<file path="config.mk">
export PLATFORM = sky130hd
export DESIGN_NAME = dch_channel
export DESIGN_NICKNAME = d
export VERILOG_FILES = /design/src/common/dch_pkg.sv /design/src/rtl/dch_channel.sv
export VERILOG_INCLUDE_DIRS = /design/src /design/src/common
export SDC_FILE = /design/constraint.sdc
export NUM_CORES = 1
export LEC_CHECK = 0
export BUFFER_PORTS_ARGS = -buffer_cell sky130_fd_sc_hd__buf_2
export CAP_MARGIN = 20
export CORE_ASPECT_RATIO = 0.6
export CORE_MARGIN = 4
export CORE_UTILIZATION = 40
export CTS_CLUSTER_DIAMETER = 120
export DETAILED_ROUTE_END_ITERATION = 6
export PLACE_DENSITY = 0.69
export SLEW_MARGIN = 20
export SYNTH_ARGS = -nofsm -noshare
export SYNTH_HDL_FRONTEND = slang
export SYNTH_SLANG_ARGS = --single-unit
export TNS_END_PERCENT = 50
</file>
<file path="constraint.sdc">
create_clock -name clk_i -period 5.3 [get_ports clk_i]
set_input_delay 0.53 -clock clk_i [delete_from_list [all_inputs] [get_ports clk_i]]
set_output_delay 0.53 -clock clk_i [all_outputs]
set_load 0.01 [all_outputs]
</file>
<file path="src/common/dch_params.svh">
// constants of the dma channel request and device signal block
// assumes inclusion by the package and by the channel module
`ifndef DCH_PARAMS_SVH
`define DCH_PARAMS_SVH
`define DCH_OFF_DEVCTL 3'h0
`define DCH_OFF_OPCTL 3'h1
`define DCH_OFF_CHCTL 3'h2
`define DCH_OFF_STATUS 3'h3
`define DCH_OFF_ERROR 3'h4
`define DCH_OFF_GENCTL 3'h5
`define DCH_OFF_PRIO 3'h6
`define DCH_DT_POS 4
`define DCH_FN_POS 0
`define DCH_RQ_POS 0
`define DCH_M2M_POS 2
`define DCH_BLK_POS 3
`define DCH_ACT_POS 0
`define DCH_BR_POS 0
`define DCH_BT_POS 2
`define DCH_ST_ACT 0
`define DCH_ST_COC 1
`define DCH_ST_NDT 2
`define DCH_ST_PCT 3
`define DCH_ST_PCS 4
`define DCH_RST_REG 8'h00
`define DCH_ERR_EXT_ABORT 5'h10
`define DCH_START_CYC 3'h4
`define DCH_FALL_STABLE 2
`endif

</file>
<file path="src/common/dch_pkg.sv">
// types of the dma channel request and device signal block
// assumes the params header sits beside it
`include "dch_params.svh"
package dch_pkg;
    typedef enum logic [1:0] {
        DT_ASYNC16 = 2'h0,
        DT_SYNC8 = 2'h1,
        DT_ACK = 2'h2,
        DT_ACK_RDY = 2'h3
    } dch_dtype_type;
    typedef enum logic [2:0] {
        FN_STATUS = 3'h0,
        FN_IRQ = 3'h1,
        FN_START = 3'h2,
        FN_ABORT = 3'h3
    } dch_pfunc_type;
    typedef enum logic [1:0] {
        RQ_LIMITED = 2'h0,
        RQ_MAXRATE = 2'h1,
        RQ_EXT = 2'h2,
        RQ_MIXED = 2'h3
    } dch_request_generation_field_type;
    typedef enum logic [1:0] {
        BLK_SINGLE = 2'h0,
        BLK_CHAIN = 2'h1,
        BLK_CONT = 2'h2
    } dch_blk_type;
    typedef enum logic [2:0] {
        ST_IDLE = 3'b001,
        ST_RUN = 3'b010,
        ST_STOP = 3'b100
    } dch_state_type;
endpackage

</file>
<file path="src/rtl/dch_channel.sv">
// one dma channel: peripheral control line, done, transfer complete strobe,
// auto-request generation and priority arbitration against peer channels
// assumes a bus-cycle engine on clk_i that reports cycle phases as pulses/levels
`timescale 1ns/10ps
`default_nettype none
`include "dch_params.svh"
module dch_channel #(
    parameter int NPEER = 3
) (
    input wire logic clk_i,                      // 20 MHz clock
    input wire logic reset_i,                    // synchronous reset, high
    input wire logic [2:0] reg_addr_i,           // register address
    input wire logic [7:0] reg_wdata_i,          // write data
    input wire logic reg_wr_i,                   // write strobe
    input wire logic reg_rd_i,                   // read strobe
    output logic [7:0] reg_rdata_o,              // read data, cycle after read
    input wire logic pcl_n_i,                    // control line level in
    output logic pcl_n_o,                        // control line drive value
    output logic pcl_oe_o,                       // control line drive enable
    input wire logic done_n_i,                   // done line level in
    output logic done_n_o,                       // done drive value
    output logic done_oe_o,                      // done drive enable
    input wire logic bus_grant_acknowledge_n_i,                  // bus grant acknowledge pin
    output logic ack_n_o,                        // acknowledge out
    output logic high_byte_indicator_n_o,                      // high byte indicator out
    output logic dtc_n_o,                        // transfer complete strobe
    output logic irq_o,                          // interrupt request
    output logic eclk_rise_o,                    // enable clock rising pulse
    output logic eclk_fall_o,                    // enable clock falling pulse
    output logic ready_o,                        // peripheral ready level
    input wire logic cyc_dev_i,                  // engine: peripheral cycle in progress
    input wire logic cyc_high_byte_indicator_i,                // engine: high byte cycle
    input wire logic cyc_mtc_last_i,             // engine: memory count reaches zero
    input wire logic cyc_btc_last_i,             // engine: last chained block
    input wire logic cyc_data_i,                 // engine: data or chain-read cycle
    input wire logic cyc_exc_i,                  // engine: cycle ended by exception
    input wire logic cyc_strobe_i,               // engine: data strobe window
    input wire logic cyc_retry_i,                // engine: cycle being retried
    input wire logic cyc_end_i,                  // engine: cycle end pulse
    input wire logic operand_end_i,              // engine: last piece of operand
    input wire logic xfer_end_i,                 // engine: normal count completion
    input wire logic ext_req_i,                  // external request, recognised
    input wire logic arb_step_i,                 // bus slot free: re-arbitrate
    input wire logic [NPEER-1:0] peer_req_i,     // peer channel requests
    input wire logic [2*NPEER-1:0] peer_pri_i,   // peer priorities
    output logic [NPEER:0] grant_o,              // one-hot grant, bit 0 own
    output logic req_o                           // own request pending
);
    import dch_pkg::*;
    localparam int NCH = NPEER + 1;
    localparam int IW = $clog2(NCH);
    if (NPEER < 1 || NPEER > 7) begin : g_npeer_chk
        $error("NPEER out of range");
    end
    // ----------------------------------------
    // registers
    // ----------------------------------------
    logic [7:0] devctl_ff, opctl_ff, genctl_ff, prio_ff;
    logic [4:0] err_ff;
    logic pct_ff, coc_ff, ndt_ff, start_ff;
    dch_state_type state_ff, nxt_state;
    logic pcl_s1_ff, pcl_s2_ff, done_s1_ff, done_s2_ff, bg_s1_ff, bg_s2_ff;
    logic [1:0] own_done_ff;
    logic [2:0] hist_ff;
    logic [2:0] pulse_ff;
    logic pulse_on;
    dch_dtype_type dtype;
    dch_pfunc_type pfunc;
    dch_request_generation_field_type request_generation_field;
    assign dtype = dch_dtype_type'(devctl_ff[`DCH_DT_POS +: 2]);
    assign pfunc = dch_pfunc_type'(devctl_ff[`DCH_FN_POS +: 3]);
    assign request_generation_field = dch_request_generation_field_type'(opctl_ff[`DCH_RQ_POS +: 2]);
    logic wr_dev, wr_op, wr_ch, wr_st, wr_gen, wr_pri;
    assign wr_dev = reg_wr_i && reg_addr_i == `DCH_OFF_DEVCTL;
    assign wr_op = reg_wr_i && reg_addr_i == `DCH_OFF_OPCTL;
    assign wr_ch = reg_wr_i && reg_addr_i == `DCH_OFF_CHCTL;
    assign wr_st = reg_wr_i && reg_addr_i == `DCH_OFF_STATUS;
    assign wr_gen = reg_wr_i && reg_addr_i == `DCH_OFF_GENCTL;
    assign wr_pri = reg_wr_i && reg_addr_i == `DCH_OFF_PRIO;
    always_ff @(posedge clk_i) begin
        if (reset_i) begin
            devctl_ff <= `DCH_RST_REG;
            opctl_ff <= `DCH_RST_REG;
            genctl_ff <= `DCH_RST_REG;
            prio_ff <= `DCH_RST_REG;
        end else begin
            if (wr_dev) devctl_ff <= {2'h0, reg_wdata_i[5:4], 1'b0, reg_wdata_i[2:0]};
            if (wr_op) opctl_ff <= {3'h0, reg_wdata_i[4:0]};
            if (wr_gen) genctl_ff <= {4'h0, reg_wdata_i[3:0]};
            if (wr_pri) prio_ff <= {6'h00, reg_wdata_i[1:0]};
        end
    end
    // ----------------------------------------
    // pin synchronisers
    // ----------------------------------------
    // two flops per pin
    always_ff @(posedge clk_i) begin
        if (reset_i) begin
            pcl_s1_ff <= 1'b1;
            pcl_s2_ff <= 1'b1;
            done_s1_ff <= 1'b1;
            done_s2_ff <= 1'b1;
            bg_s1_ff <= 1'b1;
            bg_s2_ff <= 1'b1;
            hist_ff <= 3'h7;
            own_done_ff <= 2'h0;
        end else begin
            pcl_s1_ff <= pcl_n_i;
            pcl_s2_ff <= pcl_s1_ff;
            done_s1_ff <= done_n_i;
            done_s2_ff <= done_s1_ff;
            bg_s1_ff <= bus_grant_acknowledge_n_i;
            bg_s2_ff <= bg_s1_ff;
            hist_ff <= {hist_ff[1:0], pcl_s2_ff};
            own_done_ff <= {own_done_ff[0], done_oe_o};
        end
    end
    // ----------------------------------------
    // control line functions
    // ----------------------------------------
    logic pct_set, sync_type, rdy_type;
    // high then stable low two clocks
    assign pct_set = hist_ff == 3'b100;
    assign sync_type = dtype == DT_SYNC8;
    assign rdy_type = dtype == DT_ACK_RDY;
    assign eclk_rise_o = sync_type && hist_ff[0] && !hist_ff[1];
    assign eclk_fall_o = sync_type && !hist_ff[0] && hist_ff[1];
    assign ready_o = rdy_type && !pcl_s2_ff;
    always_ff @(posedge clk_i) begin
        if (reset_i) begin
            pct_ff <= 1'b0;
        end else if (pct_set) begin
            pct_ff <= 1'b1;
        end else if (wr_st && reg_wdata_i[`DCH_ST_PCT]) begin
            pct_ff <= 1'b0;
        end
    end
    logic func_live;
    assign func_live = !sync_type && !rdy_type;
    assign irq_o = func_live && pfunc == FN_IRQ && pct_ff;
    always_ff @(posedge clk_i) begin
        if (reset_i) begin
            pulse_ff <= 3'h0;
        end else if (start_ff && func_live && pfunc == FN_START) begin
            pulse_ff <= `DCH_START_CYC;
        end else if (pulse_ff != 3'h0) begin
            pulse_ff <= pulse_ff - 3'h1;
        end
    end
    assign pulse_on = pulse_ff != 3'h0;
    assign pcl_n_o = 1'b0;
    assign pcl_oe_o = pulse_on;
    // ----------------------------------------
    // channel state and termination
    // ----------------------------------------
    logic activate, abort_hit, dev_done, final_xfer, term_done, ack_live, m2m_auto, auto_rq;
    dch_blk_type blk;
    assign blk = dch_blk_type'(opctl_ff[`DCH_BLK_POS +: 2]);
    assign activate = wr_ch && reg_wdata_i[`DCH_ACT_POS] && state_ff == ST_IDLE;
    assign abort_hit = func_live && pfunc == FN_ABORT && pct_ff && state_ff != ST_IDLE;
    // peripheral done during acknowledge; own drive masked with the same sync lag
    assign dev_done = !done_s2_ff && !ack_n_o && !own_done_ff[1];
    assign term_done = (state_ff == ST_STOP || dev_done) && cyc_end_i && operand_end_i;
    always_comb begin
        nxt_state = state_ff;
        case (state_ff)
            ST_IDLE: begin
                if (activate) nxt_state = ST_RUN;
            end
            ST_RUN: begin
                if (abort_hit || xfer_end_i) nxt_state = ST_IDLE;
                else if (term_done) nxt_state = ST_IDLE;
                else if (dev_done) nxt_state = ST_STOP;
            end
            ST_STOP: begin
                if (abort_hit || term_done) nxt_state = ST_IDLE;
            end
            default: nxt_state = ST_IDLE;
        endcase
    end
    always_ff @(posedge clk_i) begin
        if (reset_i) begin
            state_ff <= ST_IDLE;
            start_ff <= 1'b0;
        end else begin
            state_ff <= nxt_state;
            start_ff <= activate;
        end
    end
    // done termination status; set wins over clear
    always_ff @(posedge clk_i) begin
        if (reset_i) begin
            coc_ff <= 1'b0;
            ndt_ff <= 1'b0;
            err_ff <= 5'h00;
        end else begin
            if (state_ff != ST_IDLE && nxt_state == ST_IDLE) coc_ff <= 1'b1;
            else if (wr_st && reg_wdata_i[`DCH_ST_COC]) coc_ff <= 1'b0;
            if (term_done && !abort_hit) ndt_ff <= 1'b1;
            else if (wr_st && reg_wdata_i[`DCH_ST_NDT]) ndt_ff <= 1'b0;
            if (abort_hit) err_ff <= `DCH_ERR_EXT_ABORT;
            else if (activate) err_ff <= 5'h00;
        end
    end
    // ----------------------------------------
    // acknowledge, done and strobe outputs
    // ----------------------------------------
    assign auto_rq = request_generation_field == RQ_LIMITED || request_generation_field == RQ_MAXRATE;
    assign m2m_auto = auto_rq && opctl_ff[`DCH_M2M_POS];
    // acknowledge hidden for auto-request 16-bit type and memory-to-memory
    assign ack_live = cyc_dev_i && state_ff != ST_IDLE && !m2m_auto && !(auto_rq && dtype == DT_ASYNC16);
    assign ack_n_o = !ack_live;
    assign high_byte_indicator_n_o = !(cyc_high_byte_indicator_i && cyc_dev_i && !m2m_auto);
    always_comb begin
        case (blk)
            BLK_CHAIN: final_xfer = cyc_mtc_last_i && cyc_btc_last_i;
            default: final_xfer = cyc_mtc_last_i;
        endcase
    end
    // done rides with acknowledge; retry keeps it for the repeat
    assign done_oe_o = ack_live && final_xfer && (!cyc_exc_i || cyc_retry_i);
    assign done_n_o = 1'b0;
    assign dtc_n_o = !(cyc_strobe_i && cyc_data_i && !cyc_exc_i && state_ff != ST_IDLE);
    // ----------------------------------------
    // limited-rate sample intervals
    // ----------------------------------------
    logic [11:0] samp_ff, busy_ff, int_len, win_len;
    logic allow_ff, samp_end, in_window;
    assign int_len = 12'h001 << ({2'h0, genctl_ff[`DCH_BT_POS +: 2]} + {2'h0, genctl_ff[`DCH_BR_POS +: 2]} + 4'h5);
    assign win_len = 12'h001 << (genctl_ff[`DCH_BT_POS +: 2] + 3'h4);
    assign samp_end = samp_ff >= int_len - 12'h001;
    assign in_window = samp_ff < win_len;
    // free running interval with busy count
    always_ff @(posedge clk_i) begin
        if (reset_i) begin
            samp_ff <= 12'h000;
            busy_ff <= 12'h000;
            allow_ff <= 1'b0;
        end else if (samp_end) begin
            samp_ff <= 12'h000;
            busy_ff <= 12'h000;
            // busy share above window length blocks next interval
            allow_ff <= (busy_ff + {11'h000, !bg_s2_ff}) <= win_len;
        end else begin
            samp_ff <= samp_ff + 12'h001;
            busy_ff <= busy_ff + {11'h000, !bg_s2_ff};
        end
    end
    always_comb begin
        case (request_generation_field)
            RQ_MAXRATE: req_o = state_ff == ST_RUN;
            RQ_LIMITED: req_o = state_ff == ST_RUN && allow_ff && in_window;
            default: req_o = state_ff == ST_RUN && ext_req_i;
        endcase
    end
    // ----------------------------------------
    // priority arbitration
    // ----------------------------------------
    logic [NCH-1:0] req_vec;
    logic [2*NCH-1:0] pri_vec;
    logic [IW-1:0] rr_ff, win_idx, idx;
    logic [1:0] best;
    logic found;
    assign req_vec = {peer_req_i, req_o};
    assign pri_vec = {peer_pri_i, prio_ff[1:0]};
    // lowest number wins; rotation among equals
    always_comb begin
        best = 2'h3;
        found = 1'b0;
        win_idx = '0;
        idx = '0;
        for (int i = 0; i < NCH; i++) begin
            if (req_vec[i] && pri_vec[2*i +: 2] < best) best = pri_vec[2*i +: 2];
        end
        for (int k = 1; k <= NCH; k++) begin
            idx = IW'((int'(rr_ff) + k) % NCH);
            if (!found && req_vec[idx] && pri_vec[2*idx +: 2] == best) begin
                found = 1'b1;
                win_idx = idx;
            end
        end
    end
    // regrant each free slot so higher priority preempts
    always_ff @(posedge clk_i) begin
        if (reset_i) begin
            rr_ff <= '0;
            grant_o <= '0;
        end else if (arb_step_i) begin
            grant_o <= found ? (NCH'(1) << win_idx) : '0;
            if (found) rr_ff <= win_idx;
        end
    end
    // ----------------------------------------
    // register read
    // ----------------------------------------
    // level bit from synchronised line
    always_ff @(posedge clk_i) begin
        if (reset_i) begin
            reg_rdata_o <= 8'h00;
        end else if (reg_rd_i) begin
            case (reg_addr_i)
                `DCH_OFF_DEVCTL: reg_rdata_o <= devctl_ff;
                `DCH_OFF_OPCTL: reg_rdata_o <= opctl_ff;
                `DCH_OFF_STATUS: reg_rdata_o <= {3'h0, !pcl_s2_ff, pct_ff, ndt_ff, coc_ff, state_ff != ST_IDLE};
                `DCH_OFF_ERROR: reg_rdata_o <= {3'h0, err_ff};
                `DCH_OFF_GENCTL: reg_rdata_o <= genctl_ff;
                `DCH_OFF_PRIO: reg_rdata_o <= prio_ff;
                default: reg_rdata_o <= 8'h00;
            endcase
        end
    end
    // ----------------------------------------
    // checks
    // ----------------------------------------
    a_level_bit: assert property (@(posedge clk_i) disable iff (reset_i)
        reg_rd_i && reg_addr_i == `DCH_OFF_STATUS |=> reg_rdata_o[`DCH_ST_PCS] == !$past(pcl_s2_ff))
        else $error("status level bit wrong");
    a_flag_set: assert property (@(posedge clk_i) disable iff (reset_i)
        $fell(pcl_s2_ff) ##1 !pcl_s2_ff ##1 !pcl_s2_ff |=> pct_ff) else $error("transition flag not set");
    a_irq_flag: assert property (@(posedge clk_i) disable iff (reset_i)
        pct_ff && func_live && pfunc == FN_IRQ |-> irq_o) else $error("interrupt missing");
    a_start_pulse: assert property (@(posedge clk_i) disable iff (reset_i)
        activate && func_live && pfunc == FN_START && !wr_dev |=> ##1 pcl_oe_o[*4] ##1 !pcl_oe_o)
        else $error("start pulse not four clocks");
    a_abort_code: assert property (@(posedge clk_i) disable iff (reset_i)
        abort_hit |=> state_ff == ST_IDLE && err_ff == `DCH_ERR_EXT_ABORT) else $error("abort not recorded");
    a_done_ack: assert property (@(posedge clk_i) disable iff (reset_i)
        done_oe_o |-> !ack_n_o) else $error("done without acknowledge");
    a_done_term: assert property (@(posedge clk_i) disable iff (reset_i)
        term_done && !abort_hit |=> state_ff == ST_IDLE && coc_ff && ndt_ff) else $error("done termination wrong");
    a_strobe_exc: assert property (@(posedge clk_i) disable iff (reset_i)
        cyc_exc_i |-> dtc_n_o) else $error("strobe in exception cycle");
    a_rate_window: assert property (@(posedge clk_i) disable iff (reset_i)
        req_o && request_generation_field == RQ_LIMITED |-> samp_ff < win_len && allow_ff) else $error("limited request outside window");
    a_m2m_quiet: assert property (@(posedge clk_i) disable iff (reset_i)
        m2m_auto |-> ack_n_o && high_byte_indicator_n_o && !done_oe_o) else $error("memory-to-memory outputs active");
endmodule
`default_nettype wire

</file>
==> results_dict.tcl <==
set metrics [dict create \
    status "completed" \
    path_class "flip-flop to flip-flop" \
    place_congestion 0.866 \
    grt_pass1_wl_um 19300 \
    max_slew.worst_pin.slew_ns 0.838 \
    tritoncts "yes" \
    vias_per_cell 5.51 \
    path_max_fanout 5 \
    syn_to_final_growth_pct 15.8 \
    power.total_mw 1.62 \
    synthesis.area_sq_um 4590 \
    setup.worst_path.end_class "flip-flop" \
    io_pins 64 \
    crit_path_start_kind "flip-flop" \
    grt_max_degree 48 \
    p_leak_nw 2.27 \
    synthArstFlopShare_pct 0 \
    antenna_found_initial 0 \
    yosysMostFrequentCell "nor2_1" \
    placedInstanceArea_sq_um 4980 \
    skew_ns 0.00440 \
    cts_hold_buf 0 \
    vdd_drop_max_mv 0.228 \
    yosysTopAreaCell "dfxtp_1" \
    synth_common_cells "nor2_1, dfxtp_1, nand2_1" \
    ys_seq_area_share_pct 32.7 \
    synth-edff-count 0 \
    wire_per_inst_um 15.8 \
    period_share_pct 94.3 \
    drv_cap 0 \
    clkTransAtPathRegs_ns 0.06 \
    timing.final.ws_setup_ns 0.300 \
    cts_max_level 3 \
    fin_area_sq_um 5320 \
    totalWireLength_um 11800 \
    layout.nets 672 \
    dieHeight_um 91.0 \
    start_util_pct 42.1 \
    numClockSinks 75 \
    cp.arrival_ns 5.28 \
    antenna_left 0 \
    drc 0 \
    setup-violations-final 0 \
    power.density_nw_per_um2 304 \
    die-area_sq_um 13300 \
    netlist_instances 552 \
    yosysTopAreaCellShare_pct 32.7 \
    synthDistinctLibCells 63 \
    ys.flop_type "dfxtp_1" \
    relSlewSlack_pct 44.2 \
    vias 4125 \
    grt_overflow 0 \
    diodes 0 \
    final-hold-violation-count 0 \
    drt_iter0_drc 328 \
    worstPathRequired_ns 5.58 \
    fillCellCount 1036 \
    hold_path_class "input port to flip-flop" \
    row_count 29 \
    maxSlewViolCount 0 \
    ys_top_cells_by_area "dfxtp_1, ha_1, mux2i_1, nor2_1, nand2_1" \
    fmax_ghz 0.200 \
    grt_pass1_vias 3893 \
    die_w_um 146 \
    drive_gt1_share_pct 18.7 \
    clock_tree.buffer_depth 2 \
    clk_latency_ns 0.34 \
    ys_seq_elements 75 \
    dp_hpwl_um 9320 \
    grt_usage_pct 17.8 \
    yosysWarnings 0 \
    period_needed_ns 5.00 \
    place_ws_ns 0.0810 \
    numCtsBuffers 9 \
    port_buffers 57 \
    cts_root_buf "clkbuf_16" \
    core-area_sq_um 10900 \
    drt_first_pass_iters 5 \
    setup-tns-final_ns 0 \
    syn_area_per_cell_sq_um 8.31 \
]
## critical path, cell delays in order, from the launching register on
cell and delay (ns):
dfxtp_1 0.34, inv_1 0.11, nand2_1 0.10, ha_1 0.29
o211ai_1 0.10, nor2_2 0.15, o21a_2 0.21, nor3_2 0.06
or2_2 0.28, ha_1 0.17, nand2b_2 0.21, a21oi_1 0.17
a211oi_2 0.07, a21o_1 0.16, a211o_1 0.27, inv_1 0.09
ha_1 0.14, nand2b_1 0.19, nor3_2 0.07, o31ai_1 0.16
nand2_1 0.19, buf_4 0.20, o221ai_1 0.23, nand3b_1 0.20
a21bo_2 0.26, a32oi_1 0.33, o211a_1 0.21
## worst paths after layout
path              depth (start not counted)        end  slack [ns]          from
setup / recovery                         26   rr_ff[0]        0.30  genctl_ff[2]
hold / removal                            2  pcl_s1_ff        0.38       pcl_n_i
setup reg to reg                         26   rr_ff[0]        0.30  genctl_ff[2]
hold reg to reg                           1   bg_s2_ff        0.41      bg_s1_ff
## routing by layer
layer | routed length, um | global-route usage (%) | vias up
met5 | 0 | 0 | -
met4 | 165 | 5.32 | 0
met3 | 853 | 5.07 | 15
met2 | 4580 | 23.6 | 131
met1 | 6220 | 27.5 | 1930
li1 | - | - | 2049
## report_power, final
group / internal, mW / total (mW) / switching, mW
registers: 0.589 / 0.628 / 0.0387
clock network: 0.327 / 0.559 / 0.232
logic: 0.184 / 0.431 / 0.247
## layout by cell type (no fill, tap or decap), drive strengths merged, types with 8 or more instances in the layout
cell type	count
dfxtp	75
inv	23
nand3	19
mux2i	33
nand2b	9
ha	27
xor2	13
nand2	37
nor2	84
buf	63
a21oi	21
xnor2	13
o21ai	18
and3	9
clkbuf	11
nor2b	13
or2	13
o21a	9
nor3	8
and2	8
## state kept, by name, indices dropped and copies added, names as in the netlist, 3 cells and up
signal	cells
devctl_ff	5
reg_rdata_o	6
genctl_ff	4
grant_o	4
busy_ff	12
hist_ff	3
state_ff	3
opctl_ff	5
pulse_ff	3
samp_ff	12
## metrics by stage
stage               std cells  utilization, %  hold slack [ns]
floorplan                 556               -            0.389
global placement          731            45.7            0.391
detailed placement        731            45.7            0.405
CTS                       747            48.2            0.371
global route              748            48.8            0.374
finish                    748            48.8            0.378
## cells by family after synthesis
family          Yosys count  synth area share [%]
mux                      40                  8.92
buf+inv                  49                  4.53
simple gates            227                  24.6
flops                    75                  32.7
fa+ha+maj                28                  7.80
xor+xnor                 26                  4.96
compound gates          105                  16.3
other cells               2                 0.164
## final cells by class
cell class	count	area [sq um]	share of cell area [%]
Multi-Input combinational cell	432	2950	55.5
Sequential cell	75	1500	28.3
Timing Repair Buffer	63	330	6.21
Clock buffer	11	243	4.57
Tap cell	139	174	3.27
Inverter	23	86.3	1.62
Clock inverter	5	28.8	0.541
## what timing repair did
action / in CTS / in global routing
resized for setup: 0 / 14
buffers inserted: 0 / 1
hold endpoints to repair: 0 / 0
setup endpoints to repair: 0 / 6
Power figures use the tool's default switching activity.
